--- src/tns_defines.svh ---
`ifndef TNS_DEFINES_SVH
`define TNS_DEFINES_SVH

// clock rates and the derived prescale counts
`define TNS_SYS_HZ        20000000
`define TNS_DEV_HZ        2000000
`define TNS_DEV_DIV       (`TNS_SYS_HZ / `TNS_DEV_HZ)
`define TNS_TONE_PRE      16
`define TNS_NOISE_DIV0    512
`define TNS_NOISE_DIV1    1024
`define TNS_NOISE_DIV2    2048

// control byte field positions
`define TNS_MARK_BIT      7
`define TNS_SEL_HI        6
`define TNS_SEL_LO        4
`define TNS_LOW_HI        3
`define TNS_HIGH_HI       5
`define TNS_FB_BIT        2
`define TNS_RATE_HI       1

// register select codes
`define TNS_R_T1_DIV      3'h0
`define TNS_R_T1_VOL      3'h1
`define TNS_R_T2_DIV      3'h2
`define TNS_R_T2_VOL      3'h3
`define TNS_R_T3_DIV      3'h4
`define TNS_R_T3_VOL      3'h5
`define TNS_R_NZ_SET      3'h6
`define TNS_R_NZ_VOL      3'h7

// reset values
`define TNS_VOL_OFF       4'hF
`define TNS_DIV_RST       10'h000
`define TNS_NZ_RST        3'h0
`define TNS_LFSR_SEED     15'h4000

`endif

--- src/tns_pkg.sv ---
`include "tns_defines.svh"

package tns_pkg;
  // register select codes as a type
  typedef enum logic [2:0] {
    TNS_T1_DIV = `TNS_R_T1_DIV,
    TNS_T1_VOL = `TNS_R_T1_VOL,
    TNS_T2_DIV = `TNS_R_T2_DIV,
    TNS_T2_VOL = `TNS_R_T2_VOL,
    TNS_T3_DIV = `TNS_R_T3_DIV,
    TNS_T3_VOL = `TNS_R_T3_VOL,
    TNS_NZ_SET = `TNS_R_NZ_SET,
    TNS_NZ_VOL = `TNS_R_NZ_VOL
  } tns_reg_e;

  // noise shift rate select
  typedef enum logic [1:0] {
    TNS_RATE_512  = 2'h0,
    TNS_RATE_1024 = 2'h1,
    TNS_RATE_2048 = 2'h2,
    TNS_RATE_TONE = 2'h3
  } tns_rate_e;

  typedef logic [11:0] tns_amp_t;
endpackage

--- src/tns_tone.sv ---
`timescale 1ns/10ps
`default_nettype none

// one square wave channel: half period is divider prescaled ticks
module tns_tone
  import tns_pkg::*;
#(
  parameter int DIV_W = 10
)(
  input  wire logic             sys_clk,
  input  wire logic             resetn,
  input  wire logic             tick,
  input  wire logic [DIV_W-1:0] divider,
  output logic                  wave
);

  logic [DIV_W-1:0] cnt_q;   // ticks since last toggle
  logic [DIV_W-1:0] cnt_d;
  logic             wave_q;  // square wave level
  logic             wave_d;
  logic [DIV_W-1:0] cnt_inc; // next count, wraps

  // divider zero wraps the full counter, giving the longest period
  always_comb
  begin
    cnt_d   = cnt_q;
    wave_d  = wave_q;
    cnt_inc = cnt_q + 1'b1;
    if (tick)
    begin
      // a lowered divider ends the running half period at the next tick
      // rather than wrapping through all 1024 counts first
      if ((divider == '0) ? (cnt_inc == '0) : (cnt_inc >= divider))
      begin
        cnt_d  = '0;
        wave_d = ~wave_q;
      end
      else
      begin
        cnt_d = cnt_inc;
      end
    end
  end

  // state registers
  always_ff @(posedge sys_clk or negedge resetn)
  begin
    if (!resetn)
    begin
      cnt_q  <= '0;
      wave_q <= 1'b0;
    end
    else
    begin
      cnt_q  <= cnt_d;
      wave_q <= wave_d;
    end
  end

  assign wave = wave_q;

endmodule

`default_nettype wire

--- src/tns_sound.sv ---
`timescale 1ns/10ps
`default_nettype none

`include "tns_defines.svh"

// Operation
// - three tones, one noise, attenuated, summed
// - three bit code picks one of eight
// - msb one selects, msb zero continues a divider
// - tone frequency is clock over 32N
// - divider load alone stays silent
// - volume byte carries four bit code
// - two dB steps, code fifteen silent
// - noise from a shift register
// - noise byte: feedback bit, two rate bits
// - feedback one white, zero periodic
// - rate 512, 1024, 2048 or tone3
module tns_sound
  import tns_pkg::*;
#(
  parameter int DIV_W  = 10,
  parameter int LFSR_W = 15
)(
  input  wire logic        sys_clk,
  input  wire logic        resetn,
  input  wire logic [7:0]  ctrl_byte,
  input  wire logic        ctrl_write,
  output logic [13:0]      audio_out
);

  localparam logic [3:0]  DEV_LAST  = 4'(`TNS_DEV_DIV - 1);
  localparam logic [3:0]  PRE_LAST  = 4'(`TNS_TONE_PRE - 1);
  localparam logic [10:0] NZ_LAST0  = 11'(`TNS_NOISE_DIV0 - 1);
  localparam logic [10:0] NZ_LAST1  = 11'(`TNS_NOISE_DIV1 - 1);
  localparam logic [10:0] NZ_LAST2  = 11'(`TNS_NOISE_DIV2 - 1);

  // register file
  logic [DIV_W-1:0] div_q [3];   // tone dividers
  logic [DIV_W-1:0] div_d [3];
  logic [3:0]       vol_q [4];   // volume codes, index 3 is noise
  logic [3:0]       vol_d [4];
  logic [2:0]       nz_q;        // feedback bit and rate select
  logic [2:0]       nz_d;
  tns_reg_e         sel_q;       // last latched select
  tns_reg_e         sel_d;
  logic             nz_load;     // noise setup written this cycle

  // rate generation
  logic [3:0]       dev_cnt_q;   // system to device clock divider
  logic [3:0]       dev_cnt_d;
  logic [3:0]       pre_cnt_q;   // device clock to tone tick
  logic [3:0]       pre_cnt_d;
  logic             dev_tick;    // device clock enable
  logic             tone_tick;   // tone counter enable

  // noise state
  logic [10:0]      nz_cnt_q;    // fixed rate divider
  logic [10:0]      nz_cnt_d;
  logic [LFSR_W-1:0] lfsr_q;     // noise shift register
  logic [LFSR_W-1:0] lfsr_d;
  logic             t3_prev_q;   // tone3 level one cycle back
  logic             t3_prev_d;
  logic             nz_shift;    // shift enable
  logic [10:0]      nz_last;     // selected divider end count

  // output mix
  logic [13:0]      mix_q;
  logic [13:0]      mix_d;
  logic [2:0]       waves;       // tone square waves

  // attenuation: amplitude per code, 2 dB apart, last entry silent
  function automatic tns_amp_t vol_amp(input logic [3:0] code);
    tns_amp_t a;
    a = 12'h000;
    case (code)
      4'h0:    a = 12'hFFF;
      4'h1:    a = 12'hCB5;
      4'h2:    a = 12'hA18;
      4'h3:    a = 12'h805;
      4'h4:    a = 12'h65F;
      4'h5:    a = 12'h50F;
      4'h6:    a = 12'h405;
      4'h7:    a = 12'h331;
      4'h8:    a = 12'h289;
      4'h9:    a = 12'h204;
      4'hA:    a = 12'h19A;
      4'hB:    a = 12'h145;
      4'hC:    a = 12'h102;
      4'hD:    a = 12'h0CD;
      4'hE:    a = 12'h0A3;
      default: a = 12'h000;
    endcase
    return a;
  endfunction

  // control byte decode and register writes
  always_comb
  begin
    div_d   = div_q;
    vol_d   = vol_q;
    nz_d    = nz_q;
    sel_d   = sel_q;
    nz_load = 1'b0;
    if (ctrl_write)
    begin
      if (ctrl_byte[`TNS_MARK_BIT]) // first or only byte
      begin
        sel_d = tns_reg_e'(ctrl_byte[`TNS_SEL_HI:`TNS_SEL_LO]);
        case (tns_reg_e'(ctrl_byte[`TNS_SEL_HI:`TNS_SEL_LO]))
          TNS_T1_DIV, TNS_T2_DIV, TNS_T3_DIV:
          begin
            // low nibble only; volume untouched
            div_d[ctrl_byte[`TNS_SEL_HI:`TNS_SEL_HI-1]][3:0] = ctrl_byte[`TNS_LOW_HI:0];
          end
          TNS_T1_VOL, TNS_T2_VOL, TNS_T3_VOL, TNS_NZ_VOL:
          begin
            vol_d[ctrl_byte[`TNS_SEL_HI:`TNS_SEL_HI-1]] = ctrl_byte[`TNS_LOW_HI:0];
          end
          TNS_NZ_SET:
          begin
            nz_d    = ctrl_byte[`TNS_FB_BIT:0];
            nz_load = 1'b1;
          end
          default:
          begin
            sel_d = sel_q;
          end
        endcase
      end
      else if (!sel_q[0] && sel_q != TNS_NZ_SET) // continuation
      begin
        // high six bits of the latched divider
        div_d[sel_q[2:1]][DIV_W-1:4] = ctrl_byte[`TNS_HIGH_HI:0];
      end
    end
  end

  // register file storage
  always_ff @(posedge sys_clk or negedge resetn)
  begin
    if (!resetn)
    begin
      for (int i = 0; i < 3; i++)
      begin
        div_q[i] <= `TNS_DIV_RST;
      end
      for (int i = 0; i < 4; i++)
      begin
        vol_q[i] <= `TNS_VOL_OFF;
      end
      nz_q  <= `TNS_NZ_RST;
      sel_q <= TNS_T1_DIV;
    end
    else
    begin
      div_q <= div_d;
      vol_q <= vol_d;
      nz_q  <= nz_d;
      sel_q <= sel_d;
    end
  end

  // prescalers: 20 MHz to 2 MHz, then to the tone tick
  always_comb
  begin
    dev_tick  = (dev_cnt_q == DEV_LAST);
    dev_cnt_d = dev_tick ? 4'h0 : dev_cnt_q + 4'h1;
    pre_cnt_d = pre_cnt_q;
    if (dev_tick)
    begin
      pre_cnt_d = pre_cnt_q + 4'h1;
    end
    tone_tick = dev_tick && (pre_cnt_q == PRE_LAST);
  end

  // prescaler registers
  always_ff @(posedge sys_clk or negedge resetn)
  begin
    if (!resetn)
    begin
      dev_cnt_q <= 4'h0;
      pre_cnt_q <= 4'h0;
    end
    else
    begin
      dev_cnt_q <= dev_cnt_d;
      pre_cnt_q <= pre_cnt_d;
    end
  end

  // three tone channels
  for (genvar g = 0; g < 3; g++)
  begin : g_tone
    tns_tone #(
      .DIV_W   (DIV_W)
    ) u_tone (
      .sys_clk (sys_clk),
      .resetn  (resetn),
      .tick    (tone_tick),
      .divider (div_q[g]),
      .wave    (waves[g])
    );
  end

  // noise clock select and shift register
  always_comb
  begin
    case (tns_rate_e'(nz_q[`TNS_RATE_HI:0]))
      TNS_RATE_512:  nz_last = NZ_LAST0;
      TNS_RATE_1024: nz_last = NZ_LAST1;
      default:       nz_last = NZ_LAST2;
    endcase
    nz_cnt_d  = nz_cnt_q;
    nz_shift  = 1'b0;
    t3_prev_d = waves[2];
    if (tns_rate_e'(nz_q[`TNS_RATE_HI:0]) == TNS_RATE_TONE)
    begin
      nz_shift = waves[2] && !t3_prev_q; // tone3 rising edge
    end
    else if (dev_tick)
    begin
      nz_shift = (nz_cnt_q >= nz_last);
      nz_cnt_d = nz_shift ? 11'h000 : nz_cnt_q + 11'h001;
    end
    lfsr_d = lfsr_q;
    if (nz_load)
    begin
      // restart so a mode change begins from a known pattern
      lfsr_d   = LFSR_W'(`TNS_LFSR_SEED);
      nz_cnt_d = 11'h000;
    end
    else if (nz_shift)
    begin
      // white uses xor feedback, periodic only recirculates
      lfsr_d = {nz_q[`TNS_FB_BIT] ? (lfsr_q[0] ^ lfsr_q[1]) : lfsr_q[0],
                lfsr_q[LFSR_W-1:1]};
    end
  end

  // noise registers
  always_ff @(posedge sys_clk or negedge resetn)
  begin
    if (!resetn)
    begin
      nz_cnt_q  <= 11'h000;
      lfsr_q    <= LFSR_W'(`TNS_LFSR_SEED);
      t3_prev_q <= 1'b0;
    end
    else
    begin
      nz_cnt_q  <= nz_cnt_d;
      lfsr_q    <= lfsr_d;
      t3_prev_q <= t3_prev_d;
    end
  end

  // attenuate each source and sum; unsigned, so silence is zero
  always_comb
  begin
    mix_d = 14'h0000;
    for (int i = 0; i < 3; i++)
    begin
      if (waves[i])
      begin
        mix_d = mix_d + {2'b00, vol_amp(vol_q[i])};
      end
    end
    if (lfsr_q[0])
    begin
      mix_d = mix_d + {2'b00, vol_amp(vol_q[3])};
    end
  end

  // output register
  always_ff @(posedge sys_clk or negedge resetn)
  begin
    if (!resetn)
    begin
      mix_q <= 14'h0000;
    end
    else
    begin
      mix_q <= mix_d;
    end
  end

  assign audio_out = mix_q;

endmodule

`default_nettype wire

--- config.mk ---
export PLATFORM = sky130hd
export DESIGN_NAME = tns_sound
export DESIGN_NICKNAME = d
export VERILOG_FILES = /design/src/tns_pkg.sv /design/src/tns_tone.sv /design/src/tns_sound.sv
export VERILOG_INCLUDE_DIRS = /design/src
export SDC_FILE = /design/constraint.sdc
export NUM_CORES = 1
export LEC_CHECK = 0
export ABC_AREA = 0
export BUFFER_PORTS_ARGS = -buffer_cell sky130_fd_sc_hd__buf_4
export CAP_MARGIN = 20
export CORE_UTILIZATION = 50
export DETAILED_ROUTE_END_ITERATION = 8
export PLACE_DENSITY = 0.66
export SLEW_MARGIN = 20
export SYNTH_ARGS = -nofsm -noshare
export SYNTH_HDL_FRONTEND = slang
export SYNTH_SLANG_ARGS = --single-unit
--- constraint.sdc ---
create_clock -name sys_clk -period 9.1 [get_ports sys_clk]
set_clock_uncertainty 0.1 [all_clocks]
set_input_delay 0.455 -clock sys_clk [delete_from_list [all_inputs] [get_ports sys_clk]]
set_output_delay 0.455 -clock sys_clk [all_outputs]
set_load 0.01 [all_outputs]
==> impl_metrics.csv <==
group,metric,value,unit
die,io_pins,25,
yosys,yosysSeqAreaShare,0.337,
worst_setup_path,path_buf_inv,1,
timing,hold_violations,0,
yosys,syn_inst,1139,
worst_setup_path,crit_top_cell,"ha_1",
yosys,synthXorXnorAreaFrac,0.0551,
die,die_h,143,microns
die,num_rows,51,
placement,dp.cells,1384,
yosys,synthesis.area,0.0100,sq mm
global_route,grt_pass1_wl,36400,microns
timing,fin_hold_ws,195,ps
min_path,whs_path_depth,2,
power,p_leak,5.08,nW
min_path,hp-class,"primary input to flop",
finish,nets,1248,
clock_network,cts_max_level,4,
route,wl_per_cell,15.2,microns
route,routed_wl,21500,microns
yosys,synth_top_family_by_area,"compound AO/OA/AOI/OAI gates",
route,drtPass1Iterations,5,
yosys,ys_warn_count,0,
clock_network,clkLatencyLatePin,420,ps
route,drt_iter0_drc,491,
yosys,synthMuxAreaShare,0.0799,
worst_setup_path,worstSetupStartpoint,"vol_q[9]",
global_route,antenna_found_initial,0,
min_path,min-delay-start,"ctrl_byte[6]",
worst_setup_path,start_kind,"flop",
power,power_density,189,mW/mm^2
yosys,synth_edf_count,0,
yosys,ys_async_sr_fraction,1.00,
yosys,yosys.area_share.adder,0.124,
yosys,synthSimpleGateAreaFrac,0.168,
global_route,grt_pass1_vias,7505,
worst_setup_path,crit_fanout,7,
clock_network,cts_buffers,17,
yosys,synth_cell_types,74,
yosys,syn_nets,1247,
global_route,grt_max_degree,72,
timing,slew_headroom,0.331,
finish,num_antenna_cells,0,
clock_network,clock_path_buffers,2,
placement,dpl.hpwl,15400,microns
placement,gp_congestion,0.891,
clock_network,clk_pin_slew_worst_paths,60,ps
min_path,whs_endpoint,"sel_q[2]",
clock_network,cts_post_setup_buffers_inserted,0,
worst_setup_path,path_class,"flop to flop",
timing,tns,0,ps
clock_network,clock-sinks,134,
route,route.detailed.drc,0,
timing,min_period,5980,ps
worst_setup_path,crit_slowest_cell,"dfstp_2",
yosys,ys_ff_latch,134,
finish,final_common_cell,"nand2_1",
worst_setup_path,arrival,6200,ps
finish,utilization,0.562,
worst_setup_path,r2r_slack,3120,ps
timing,min_period_over_period,0.658,
route,viasPerCell,5.66,
worst_setup_path,cp-end-kind,"flop",
die,start_util,0.512,
flow_run,maxCapViolations,0,
finish,areaGrowthSynthToFinish,9.60,%
clock_network,ctsRootBufferMaster,"clkbuf_16",
global_route,grt_use_total,0.223,
timing,rsz0062_at_grt,"no",
yosys,synth-compound-area-share,0.193,
worst_setup_path,path_cells,"inv_1, ha_1, mux2i_1, o22a_1, ha_1, fa_1, a21o_1, a21oi_1, xnor2_1, mux2_2, ha_1, o21a_1, a211oi_2, o21bai_1, a21oi_1, xnor2_1, mux2_2, ha_1, nand2_1, a221oi_1, a22oi_1, a211oi_2, xnor2_1, a21o_1",
route,dr_total_vias,8031,
finish,stdcell_count,1418,
die,core,0.0195,sq mm
placement,place_ws,3150,ps
yosys,avgSynthCellArea,8.79,sq um
yosys,synthFlopType,"dfrtp_1",
finish,layout_common_cells,"136 x nand2_1, 117 x dfrtp_1, 102 x o21ai_0",
timing,tightestPinTransition,1000,ps
worst_setup_path,critPathTopFamily,"compound AO/OA/AOI/OAI gates",
route,ant_nets,0,
timing,slew_viol_final,0,
die,die_area,0.0206,sq mm
global_route,gr-total-overflow,0,
timing,layout_setup_ws,3120,ps
worst_setup_path,rr_endpoint,"audio_out[13]",
worst_setup_path,slowest_delay,590,ps
outcome,status,"completed",
timing,clock.fmax,167,MHz
timing,setup_viol,0,
worst_setup_path,critPathRequiredTime,9310,ps
worst_setup_path,ff2ff_path_depth,24,
power,ir_drop,0.000126,V
clock_network,cts_tree,"built",
worst_setup_path,r2r-start,"vol_q[9]",
placement,io_buffers,24,
die,die_w,143,microns
finish,drive_above_1_share,0.125,
-- area by class of cell --
| type | instances | area [sq um] |
|---|---|---|
| clock inverter | 10 | 134 |
| fill | 1837 | 8560 |
| multi-input combinational | 890 | 6200 |
| tap | 265 | 332 |
| clock buffer | 22 | 444 |
| sequential | 134 | 3370 |
| timing repair buffer | 30 | 231 |
| inverter | 67 | 251 |
-- power by group --
part	internal (mW)	total, mW	switching, mW
Clock	0.429	0.689	0.260
Sequential	0.690	0.798	0.107
Combinational	0.255	0.585	0.330
-- what timing repair did --
action / in CTS / in global routing
hold buffers: 1 / 0
hold endpoints to repair: 69 / 0
gates resized for setup: 0 / 0
-- cell families (layout without fill, tap and decap cells) --
group | after synthesis | after routing
compound gates | 307 | 307
flops | 134 | 134
simple gates | 350 | 350
xor+xnor | 63 | 63
buf+inv | 115 | 129
fa+ha+maj | 97 | 97
mux | 73 | 73
-- flip-flops by register name, indices dropped and copies added (netlist names) --
signal	flops
t3_prev_q	1
pre_cnt_q	4
g_tone.u_tone.wave	3
g_tone.u_tone.cnt_q	30
div_q	30
vol_q	16
nz_cnt_q	11
lfsr_q	15
nz_q	3
audio_out	14
dev_cnt_q	4
sel_q	3
-- Yosys cell counts, types with 4 or more instances --
cell type	n	area share
nand2_1	136	0.051
dfrtp_1	117	0.29
o21ai_0	102	0.051
ha_1	94	0.12
a21oi_1	74	0.037
nor2_1	72	0.027
inv_1	66	0.025
mux2_2	55	0.062
nand3_1	38	0.019
clkbuf_1	36	0.014
xnor2_1	35	0.031
xor2_1	28	0.025
mux2i_1	18	0.018
a21o_1	17	0.013
dfstp_2	17	0.045
nor3_1	16	0.0080
a211oi_1	15	0.011
nand2b_1	14	0.0088
and3_1	11	0.0069
nand4_1	11	0.0069
nor2b_1	11	0.0069
o21a_1	11	0.0083
nor4_1	9	0.0056
a22o_1	8	0.0070
o31ai_1	8	0.0060
a31oi_1	7	0.0044
o211ai_1	7	0.0053
buf_2	6	0.0030
nand3b_1	6	0.0045
a2111oi_0	5	0.0044
buf_1	5	0.0019
o21ai_1	5	0.0025
a211o_1	4	0.0035
a21boi_0	4	0.0030
a22oi_1	4	0.0030
o211a_1	4	0.0040
o21bai_1	4	0.0030
or4_1	4	0.0030
-- per-stage QoR --
stage	power, mW	instance area (sq um)
after floorplan	1.24	10000
after global placement	1.37	10400
after detailed placement	1.38	10400
after CTS	2.09	11000
after global routing	2.21	11000
final	2.07	11000
-- per-layer routing --
metal	share of wire	track usage
met5	0	0
met4	0.0098	0.0594
met3	0.027	0.0367
met2	0.47	0.366
met1	0.49	0.304
-- worst max-delay path by stage --
| stage | to | slack (ps) | cells after the start |
|---|---|---|---|
| after floorplan | audio_out[13] | 3550 | 24 |
| after global placement | audio_out[13] | 3310 | 24 |
| after detailed placement | audio_out[13] | 3150 | 24 |
| after CTS | audio_out[13] | 3130 | 24 |
| after global routing | audio_out[13] | 2680 | 24 |
| final | audio_out[13] | 3120 | 24 |
-- worst reg2reg max path, delay by kind of cell (launching register included) --
kind	cells	cell delay (ps)
AOI/OAI and AO/OA	11	2330
DFF	1	590
adders and majority gates	5	1760
buffers and inverters	1	140
xor gates and xnor gates	3	240
and+or+nand+nor	1	70
muxes	3	640
Note: power is estimated with default switching activity, not from simulation.
